[src/core/dsa_regs.vh]
/*
 * Constants shared by the transfer splitter and its testbench: command
 * codes, attribute bit positions, piece size limits and piece word layout.
 * Assumes it is included by bare name from files under core/ and bench/.
 */
`ifndef DSA_REGS_VH
`define DSA_REGS_VH

// Command codes on cmd_op.
`define DSA_OP_GET      3'h0
`define DSA_OP_PUT      3'h1
`define DSA_OP_RTOUCH   3'h2
`define DSA_OP_RTOUCHST 3'h3
`define DSA_OP_RZERO    3'h4
`define DSA_OP_RSTORE   3'h5
`define DSA_OP_RFLUSH   3'h6

// Bit positions of the storage control attribute field.
`define DSA_ATTR_WT     0
`define DSA_ATTR_CI     1
`define DSA_ATTR_MC     2
`define DSA_ATTR_GD     3
`define DSA_ATTR_W      4
// Attributes assumed when the address was not translated here.
`define DSA_ATTR_DFLT   4'h4

// Size of a piece as log2 of its byte count.
`define DSA_QW_LOG2     3'h4
`define DSA_LINE_LOG2   3'h7
`define DSA_LINE_BYTES  8'h80

// Layout of a piece word, low bits first: ea, ls, attr, size, op.
`define DSA_OP_W        3
`define DSA_SIZE_W      3

`endif

[src/core/dsa_splitter.v]
/*
 * Transfer splitter of the per-core transfer controller. A command moves
 * data between a local-storage address and a translated main-storage
 * address, or names a range for the transfer level-1 cache. The splitter
 * cuts it into indivisible pieces and queues them, in order, toward the
 * coherent main-storage interconnect through a four-word buffer.
 * Assumes one clock, a synchronous reset, and a far side that performs
 * each piece as one indivisible access in the order received.
 */
//
// Behaviour
// - Naturally aligned byte to quadword pieces stay whole.
// - Aligned whole cache lines go as one piece.
// - Other accesses split into disjoint indivisible pieces.
// - Oversized or misaligned transfers become several pieces.
// - Local side indivisible only for quadword pieces.
// - Local address always selects own local storage.
// - Range overlap undetected, no exception raised.
// - Overlap with lower source may corrupt source.
// - Range prefetch, zero, write back, flush commands.
// - Modified means changed locally, not yet written.
// - Instruction copies need not track later stores.
// - Present split instruction and data cache model.
// - Pieces to one location never reordered.
// - Four attributes; write-through with inhibited refused.
// - Attributes per page, only when translated here.
// - Range commands on WT/CI storage raise fault.
`timescale 1ns/1ns
`include "dsa_regs.vh"
module dsa_splitter #(
    parameter EA_W  = 64,
    parameter LS_AW = 18,
    parameter LEN_W = 15,
    parameter DEPTH = 4,
    parameter DAW   = 2
) (
    input  wire                                clk,
    input  wire                                rst,
    input  wire                                cmd_valid,
    output wire                                cmd_ready,
    input  wire [`DSA_OP_W-1:0]                cmd_op,
    input  wire [EA_W-1:0]                     cmd_ea,
    input  wire [LS_AW-1:0]                    cmd_ls,
    input  wire [LEN_W-1:0]                    cmd_len,
    input  wire [`DSA_ATTR_W-1:0]              cmd_attr,
    input  wire                                cmd_xlated,
    output reg                                 cmd_done,
    output reg                                 attr_error,
    output reg                                 storage_fault,
    output wire                                piece_valid,
    input  wire                                piece_ready,
    output wire [`DSA_OP_W-1:0]                piece_op,
    output wire [`DSA_SIZE_W-1:0]              piece_size,
    output wire [`DSA_ATTR_W-1:0]              piece_attr,
    output wire [LS_AW-1:0]                    piece_ls,
    output wire [EA_W-1:0]                     piece_ea,
    output wire                                busy
);
    localparam PW = `DSA_OP_W + `DSA_SIZE_W + `DSA_ATTR_W + LS_AW + EA_W;

    localparam [1:0] ST_IDLE  = 2'b01;
    localparam [1:0] ST_SPLIT = 2'b10;

    reg  [1:0]             state;
    reg  [1:0]             next_state;
    reg  [`DSA_OP_W-1:0]   cur_op;
    reg  [EA_W-1:0]        cur_ea;
    reg  [LS_AW-1:0]       cur_ls;
    reg  [LEN_W:0]         cur_len;
    reg  [`DSA_ATTR_W-1:0] cur_attr;

    wire                   fifo_in_ready;
    wire [PW-1:0]          fifo_out;
    wire                   cur_range;
    wire [`DSA_SIZE_W-1:0] size_now;
    wire [LEN_W:0]         step_now;
    wire                   push_piece;
    wire                   last_piece;
    wire [`DSA_ATTR_W-1:0] eff_attr;
    wire                   attr_bad;
    wire                   range_bad;
    wire                   take_cmd;

    // Range commands work on the transfer level-1 cache.
    function is_range;
        input [`DSA_OP_W-1:0] op;
        begin
            is_range = (op == `DSA_OP_RTOUCH) || (op == `DSA_OP_RTOUCHST) ||
                       (op == `DSA_OP_RZERO) || (op == `DSA_OP_RSTORE) ||
                       (op == `DSA_OP_RFLUSH);
        end
    endfunction

    // Largest piece that is naturally aligned on both sides and fits the
    // remaining length. A quadword is the widest piece below a line, since
    // only quadwords are indivisible in local storage. A line is used only
    // when both addresses sit on a line boundary.
    function [`DSA_SIZE_W-1:0] piece_log2;
        input [6:0]     ea_low;
        input [6:0]     ls_low;
        input [LEN_W:0] len;
        reg   [6:0]     both;
        begin
            both = ea_low | ls_low;
            if (both == 7'h00 && len >= {{(LEN_W-7){1'b0}}, `DSA_LINE_BYTES}) begin
                piece_log2 = `DSA_LINE_LOG2;
            end else if (both[3:0] == 4'h0 && len >= 16) begin
                piece_log2 = `DSA_QW_LOG2;
            end else if (both[2:0] == 3'h0 && len >= 8) begin
                piece_log2 = 3'h3;
            end else if (both[1:0] == 2'h0 && len >= 4) begin
                piece_log2 = 3'h2;
            end else if (both[0] == 1'b0 && len >= 2) begin
                piece_log2 = 3'h1;
            end else begin
                piece_log2 = 3'h0;
            end
        end
    endfunction

    assign cur_range = is_range(cur_op);

    // Range commands walk whole lines from a line-aligned start.
    assign size_now  = cur_range ? `DSA_LINE_LOG2 :
                       piece_log2(cur_ea[6:0], cur_ls[6:0], cur_len);
    assign step_now  = {{LEN_W{1'b0}}, 1'b1} << size_now;
    assign last_piece = (cur_len <= step_now);

    // Attributes only mean something when this controller translated the
    // address; otherwise coherent, cacheable storage is assumed. Pieces
    // never exceed a line, so they never cross a page and one attribute
    // set per command is enough.
    assign eff_attr  = cmd_xlated ? cmd_attr : `DSA_ATTR_DFLT;
    assign attr_bad  = eff_attr[`DSA_ATTR_WT] & eff_attr[`DSA_ATTR_CI];
    assign range_bad = is_range(cmd_op) &
                       (eff_attr[`DSA_ATTR_WT] | eff_attr[`DSA_ATTR_CI]);

    assign cmd_ready  = (state == ST_IDLE);
    assign take_cmd   = cmd_valid & cmd_ready;
    assign push_piece = (state == ST_SPLIT) & fifo_in_ready;
    assign busy       = (state != ST_IDLE) | piece_valid;

    always @* begin
        next_state = state;
        case (state)
            ST_IDLE: begin
                if (take_cmd && !attr_bad && !range_bad && cmd_len != {LEN_W{1'b0}}) begin
                    next_state = ST_SPLIT;
                end
            end
            ST_SPLIT: begin
                if (push_piece && last_piece) begin
                    next_state = ST_IDLE;
                end
            end
            default: begin
                next_state = ST_IDLE;
            end
        endcase
    end

    always @(posedge clk) begin
        if (rst) begin
            state         <= ST_IDLE;
            cur_op        <= `DSA_OP_GET;
            cur_ea        <= {EA_W{1'b0}};
            cur_ls        <= {LS_AW{1'b0}};
            cur_len       <= {(LEN_W+1){1'b0}};
            cur_attr      <= `DSA_ATTR_DFLT;
            cmd_done      <= 1'b0;
            attr_error    <= 1'b0;
            storage_fault <= 1'b0;
        end else begin
            state         <= next_state;
            cmd_done      <= 1'b0;
            attr_error    <= 1'b0;
            storage_fault <= 1'b0;
            if (take_cmd) begin
                cur_op   <= cmd_op;
                cur_attr <= eff_attr;
                // The local address is an offset into this controller's own
                // store; its width alone keeps it there.
                cur_ls   <= cmd_ls;
                if (is_range(cmd_op)) begin
                    cur_ea  <= {cmd_ea[EA_W-1:7], 7'h00};
                    cur_len <= {1'b0, cmd_len} + {{(LEN_W-6){1'b0}}, cmd_ea[6:0]};
                end else begin
                    cur_ea  <= cmd_ea;
                    cur_len <= {1'b0, cmd_len};
                end
                if (attr_bad) begin
                    attr_error <= 1'b1;
                end else if (range_bad) begin
                    storage_fault <= 1'b1;
                end else if (cmd_len == {LEN_W{1'b0}}) begin
                    cmd_done <= 1'b1;
                end
            end else if (push_piece) begin
                // No check of the main-storage range against our own local
                // range is made; overlapping copies may clobber the source,
                // and keeping them apart is software's job.
                cur_ea  <= cur_ea + {{(EA_W-LEN_W-1){1'b0}}, step_now};
                cur_ls  <= cur_ls + {{(LS_AW-LEN_W-1){1'b0}}, step_now};
                cur_len <= last_piece ? {(LEN_W+1){1'b0}} : cur_len - step_now;
                if (last_piece) begin
                    cmd_done <= 1'b1;
                end
            end
        end
    end

    // One in-order queue toward the interconnect: no piece overtakes an
    // earlier one, so stores and loads to one location keep their order.
    // Write-back and flush ranges carry every line of the range, modified or not, as the far cache
    // holds as modified; instruction copies are left to software, which
    // keeps the split instruction and data model.
    dsa_fifo #(
        .W     (PW),
        .DEPTH (DEPTH),
        .AW    (DAW)
    ) u_fifo (
        .clk       (clk),
        .rst       (rst),
        .in_valid  (state == ST_SPLIT),
        .in_ready  (fifo_in_ready),
        .in_data   ({cur_op, size_now, cur_attr, cur_ls, cur_ea}),
        .out_valid (piece_valid),
        .out_ready (piece_ready),
        .out_data  (fifo_out)
    );

    assign piece_ea   = fifo_out[EA_W-1:0];
    assign piece_ls   = fifo_out[EA_W+LS_AW-1:EA_W];
    assign piece_attr = fifo_out[EA_W+LS_AW+`DSA_ATTR_W-1:EA_W+LS_AW];
    assign piece_size = fifo_out[PW-`DSA_OP_W-1:PW-`DSA_OP_W-`DSA_SIZE_W];
    assign piece_op   = fifo_out[PW-1:PW-`DSA_OP_W];
endmodule

[src/core/dsa_fifo.v]
/*
 * Small flip-flop FIFO with valid and ready on both sides.
 * Assumes a single clock and a synchronous active-high reset; DEPTH is a
 * power of two and AW is its log2.
 */
`timescale 1ns/1ns
module dsa_fifo #(
    parameter W     = 8,
    parameter DEPTH = 4,
    parameter AW    = 2
) (
    input  wire         clk,
    input  wire         rst,
    input  wire         in_valid,
    output wire         in_ready,
    input  wire [W-1:0] in_data,
    output wire         out_valid,
    input  wire         out_ready,
    output wire [W-1:0] out_data
);
    reg [W-1:0] mem [0:DEPTH-1];
    reg [AW-1:0] wr_ptr;
    reg [AW-1:0] rd_ptr;
    reg [AW:0]   count;
    wire         push;
    wire         pop;

    assign in_ready  = (count != DEPTH[AW:0]);
    assign out_valid = (count != {(AW+1){1'b0}});
    assign out_data  = mem[rd_ptr];
    assign push      = in_valid & in_ready;
    assign pop       = out_valid & out_ready;

    always @(posedge clk) begin
        if (rst) begin
            wr_ptr <= {AW{1'b0}};
            rd_ptr <= {AW{1'b0}};
            count  <= {(AW+1){1'b0}};
        end else begin
            if (push) begin
                wr_ptr <= wr_ptr + 1'b1;
            end
            if (pop) begin
                rd_ptr <= rd_ptr + 1'b1;
            end
            if (push & ~pop) begin
                count <= count + 1'b1;
            end else if (pop & ~push) begin
                count <= count - 1'b1;
            end
        end
    end

    // Storage needs no reset; out_valid gates every stale word.
    always @(posedge clk) begin
        if (push) begin
            mem[wr_ptr] <= in_data;
        end
    end
endmodule

[config.mk]
export PLATFORM = sky130hd
export DESIGN_NAME = dsa_splitter
export DESIGN_NICKNAME = d
export VERILOG_FILES = /design/src/core/dsa_splitter.v /design/src/core/dsa_fifo.v
export VERILOG_INCLUDE_DIRS = /design/src /design/src/core
export SDC_FILE = /design/constraint.sdc
export NUM_CORES = 1
export LEC_CHECK = 0
export BUFFER_PORTS_ARGS = -buffer_cell sky130_fd_sc_hd__buf_4
export CAP_MARGIN = 20
export CORE_MARGIN = 10
export CORE_UTILIZATION = 57
export CTS_CLUSTER_SIZE = 40
export DETAILED_ROUTE_END_ITERATION = 7
export PLACE_DENSITY_LB_ADDON = 0.05
export SLEW_MARGIN = 20
export SYNTH_ARGS = -nofsm -noshare
export SYNTH_HDL_FRONTEND = slang
export SYNTH_SLANG_ARGS = --single-unit
[constraint.sdc]
create_clock -name clk -period 6.23 [get_ports clk]
set_input_delay 0.9345 -clock clk [delete_from_list [all_inputs] [get_ports clk]]
set_output_delay 0.9345 -clock clk [all_outputs]
set_load 0.01 [all_outputs]
==> summary by stage <==
Power and ir drop
The largest voltage drop on the vdd net is roughly 0.3 mV. The share of total power dissipated in sequential elements is 0.443. The analysis attributes to cell leakage a power of 8.42 nW. The internal power component is between 6 and 7 mW. The net switching power of the design is between 2 and 2.5 mW. Of the total power, the share spent switching nets is 0.268. The clock group share of total power is 0.348. The share of total power dissipated in combinational logic is 0.210. The cell area power density is between 300 and 400 mW/mm^2.

Global route
The via count of the first global-routing pass is approximately 14,000. The initial antenna violation count came to 3. For this run, the total global-route usage over all layers was measured as 0.243. The pin count of the biggest net entering global routing is 85. The total overflow reported by the global router is 0. The first-pass GRT wire length is around 84,000 um.

Routing
The final routed wirelength across all metal layers is 55,000 um. The vias after detailed routing is roughly 14,000. The per-cell via count in the routed design is approximately 6.3. The average routed wire per standard cell is about 25 um. The number of remaining DRC errors is 0. In this run, the number of DRC markers left after iteration 0 of detailed routing was 1,228. The remaining antenna violation count after routing is 0. The detailed-router iteration count before antenna repair is 5.

Layout
The footprint of the multi-input gates is around 0.0074 mm^2. After the last flow step, the layout net total stands at between 1,500 and 2,000. Of the cells placed in the final design, the portion with a size suffix greater than 1 is 0.244. The area growth from synthesis to layout is 17.4%. The non-filler instance count after layout is ~2,200.

The filler cells instantiated in the layout total approximately 2,600. The cell area after layout is around 0.025 mm^2. Once layout is complete, the utilization of the core stands at 0.679. Summing all flip-flop and latch instances after layout gives approximately 0.013 mm^2.

Clock network
The clock drives between 400 and 500 sinks. The maximum clock path buffer count is 3. The number of resized instances in the post-cts repair step is 0. The tree is rooted in a sky130_fd_sc_hd__clkbuf_16.

The number of buffers added for setup after CTS is 0. At the later pin of the worst-skew pair, clock insertion delay measures 590 ps. The clock edge transition at the registers on the reported setup and hold paths is approximately 60 ps.

The number of levels the H-tree was split into is 2. The clock buffer count from CTS is slightly below 50. The clock tree from TritonCTS is built. The number of hold buffers added after cts is 0.

Logic synthesis
By area the synthesized netlist is led by sky130_fd_sc_hd__edfxtp_1 52%, sky130_fd_sc_hd__dfxtp_1 11%, sky130_fd_sc_hd__mux4_2 9.8%. Among all flip-flop cells after synthesis, the most frequent one is sky130_fd_sc_hd__edfxtp_1. The largest total area in the synthesized netlist belongs to sky130_fd_sc_hd__edfxtp_1.

The sequential fraction of the synthesis area is 0.635. The post-synthesis cell count is between 1,000 and 1,500. The mean post-synth cell area is ~14 um^2. The count of synthesis-stage warnings from yosys is 0. The share of Yosys cell area claimed by the top area cell type is 0.522. The number of synthesized flops with an enable pin is between 300 and 400. The total standard cell area after synthesis is roughly 0.021 mm^2.

The number of storage elements in the synthesis netlist is 487. The post-synthesis cell type count is 74. The share of flip-flops with an asynchronous set or reset after synthesis is 0.

Placement
Routability-driven placement finished with a final weighted congestion of 0.852. The placed wire-length estimate after detailed placement is about 37,000 um. The instance count after placement with tap cells included is roughly 2,100. The post-place instance area is around 0.023 mm^2. The number of I/O port buffers is ~210.

Timing
The total count of max-transition violations in the final report came to 0. Setup repair after global routing left no endpoint under its margin. Dividing the final minimum period by the clock period gives 0.786. Subtracting the final worst setup slack from the clock period gives between 4000 and 5000 ps. The worst hold slack after final layout is between 400 and 500 ps.

The final hold violation count is 0. In the final timing run, aggregate negative setup slack is 0 ps. At the pin with the least slew margin, the transition time is roughly 1100 ps. The relative max-transition margin is 0.293. The peak clock frequency supported by timing is 204 MHz. The final setup skew is between 20 and 30 ps. The setup-violating endpoint count in the final report is 0.

Setup path
The top cell family by delay on the critical path is simple AND/OR/NAND/NOR gates. The critical path required time is between 6000 and 7000 ps. The maximum fanout along the worst path is 19. The worst setup path is launched from a flip-flop. The delay of the slowest cell on the worst path is approximately 740 ps.

The number of buffers and inverters on the critical path is 0. The arrival time of the worst setup path is between 5000 and 6000 ps. The cell with the biggest individual delay on the critical path is sky130_fd_sc_hd__a2111o_1. The path type of the worst setup path is flip-flop to flip-flop.

Traced cell by cell, the critical path runs through nor4_1 -> and2_1 -> nand2_1 -> o21ai_0 -> nor3b_1 -> ha_1 -> a211oi_1 -> o21bai_1 -> nand3_1 -> a2111o_1 -> or4_1 -> a311oi_1. The endpoint type of the worst setup path is a flip-flop.

Die
The area of the core is between 0.03 and 0.04 mm^2. In this run the horizontal extent of the chip is approximately 210 um. The number of rows created at floorplan is 70. The vertical die dimension is approximately 210 um.

The die covers ~0.045 mm^2. The initial utilization of the core area, before any placement, comes to 0.578. The number of ports placed on the die boundary is 207.

Outcome
The run finished with clean final reports.

Flow run
The number of violations of the max-capacitance limit is 0.

Worst hold path
The worst min-delay path class is flip-flop to flip-flop.
==> area by class of cell <==
class	instances	share of cell area
Antenna cell	2	0.000201
Clock buffer	64	0.0532
Clock inverter	27	0.0127
Inverter	28	0.00423
Multi-Input combinational cell	908	0.297
Sequential cell	487	0.541
Tap cell	468	0.0236
Timing Repair Buffer	224	0.0681
==> path summary, 6_finish.rpt <==
kind | to | start | cells past startpoint | slack [ps]
setup / recovery | cur_ea[51]$_SDFFE_PP0P_ | cur_len[15]$_SDFFE_PP0P_ | 12 | 1330
hold / removal | cur_len[0]$_SDFFE_PP0P_ | cur_len[0]$_SDFFE_PP0P_ | 2 | 480
setup reg to reg | cur_ea[51]$_SDFFE_PP0P_ | cur_len[15]$_SDFFE_PP0P_ | 12 | 1330
hold reg to reg | cur_len[0]$_SDFFE_PP0P_ | cur_len[0]$_SDFFE_PP0P_ | 2 | 480
==> per-layer routing <==
| layer | track usage | vias to the layer above | wire length (um) |
|---|---|---|---|
| li1 | - | 6327 | - |
| met1 | 0.340 | 7027 | 23900 |
| met2 | 0.379 | 524 | 25700 |
| met3 | 0.0471 | 84 | 3960 |
| met4 | 0.0793 | 2 | 1430 |
| met5 | 0 | - | 10 |
==> tightest hold or removal path: stages (launching register included) <==
cell                       delay, ps
sky130_fd_sc_hd__dfxtp_1         300
sky130_fd_sc_hd__inv_1            70
sky130_fd_sc_hd__a211oi_1         60
==> stage by stage <==
| stage | power [mW] | setup WS [ps] |
|---|---|---|
| after global routing | 8.96 | 910 |
| final | 8.62 | 1330 |
| after global placement | 5.70 | 1570 |
| after floorplan | 4.93 | 2180 |
| after detailed placement | 5.71 | 1410 |
| after CTS | 8.70 | 1420 |
==> sequential cells by signal (all words and copies together) (netlist names), 2 cells and up, named ones only <==
signal         cells
cur_len           16
u_fifo.mem       368
cur_ea            64
state              2
u_fifo.count       3
cur_attr           4
u_fifo.rd_ptr      2
u_fifo.wr_ptr      2
cur_op             3
cur_ls            18
==> Yosys cell counts, types with 35 or more instances <==
library cell / count
sky130_fd_sc_hd__edfxtp_1: 368
sky130_fd_sc_hd__dfxtp_1: 119
sky130_fd_sc_hd__nand2_1: 109
sky130_fd_sc_hd__nor2_1: 94
sky130_fd_sc_hd__mux4_2: 92
sky130_fd_sc_hd__clkbuf_1: 56
sky130_fd_sc_hd__a21oi_1: 51
sky130_fd_sc_hd__a211oi_1: 49
sky130_fd_sc_hd__nand3_1: 42
sky130_fd_sc_hd__xnor2_1: 42
sky130_fd_sc_hd__ha_1: 37
sky130_fd_sc_hd__o21ai_0: 35
==> placed cells by master (no fill, tap or decap), types with 7 or more instances in the layout <==
cell / instances
sky130_fd_sc_hd__nor4_1: 16
sky130_fd_sc_hd__mux4_2: 92
sky130_fd_sc_hd__nand3_1: 42
sky130_fd_sc_hd__o21ai_0: 35
sky130_fd_sc_hd__dfxtp_1: 117
sky130_fd_sc_hd__clkinv_1: 9
sky130_fd_sc_hd__o211ai_1: 15
sky130_fd_sc_hd__clkbuf_1: 12
sky130_fd_sc_hd__a21o_1: 9
sky130_fd_sc_hd__inv_1: 28
sky130_fd_sc_hd__o311ai_0: 7
sky130_fd_sc_hd__or3_1: 28
sky130_fd_sc_hd__xnor2_1: 42
sky130_fd_sc_hd__clkbuf_16: 50
sky130_fd_sc_hd__a311oi_1: 23
sky130_fd_sc_hd__and4_1: 8
sky130_fd_sc_hd__a211oi_1: 49
sky130_fd_sc_hd__and3_1: 15
sky130_fd_sc_hd__or2_2: 11
sky130_fd_sc_hd__edfxtp_1: 368
sky130_fd_sc_hd__a31oi_1: 20
sky130_fd_sc_hd__nand2_1: 108
sky130_fd_sc_hd__ha_1: 37
sky130_fd_sc_hd__a22oi_1: 8
sky130_fd_sc_hd__a21oi_1: 51
sky130_fd_sc_hd__nor3_1: 23
sky130_fd_sc_hd__xor2_1: 15
sky130_fd_sc_hd__buf_4: 223
sky130_fd_sc_hd__nand4_1: 16
sky130_fd_sc_hd__nor2_1: 94
sky130_fd_sc_hd__o31ai_1: 12
sky130_fd_sc_hd__bufinv_16: 7
sky130_fd_sc_hd__or4_1: 17
sky130_fd_sc_hd__clkinv_2: 8
==> power by group through the flow <==
stage               Combinational [mW]  Sequential [mW]  Clock (mW)
floorplan                         1.18             3.75           0
CTS                               1.84             3.82        3.04
global placement                  1.83             3.88           0
detailed placement                1.83             3.89           0
global route                      1.96             3.84        3.16
finish                            1.81             3.81        2.99
==> cells by family (layout without fill, tap and decap cells) <==
| family | after synthesis | after routing | synth area share |
|---|---|---|---|
| compound gates | 277 | 277 | 0.0914 |
| simple gates | 428 | 428 | 0.104 |
| xor+xnor | 57 | 57 | 0.0236 |
| other cells | 2 | 8 | 0.000355 |
| fa+ha+maj | 42 | 42 | 0.0266 |
| buf+inv | 102 | 343 | 0.0184 |
| flops | 487 | 487 | 0.635 |
| mux | 98 | 98 | 0.101 |
Power figures use the tool's default switching activity.
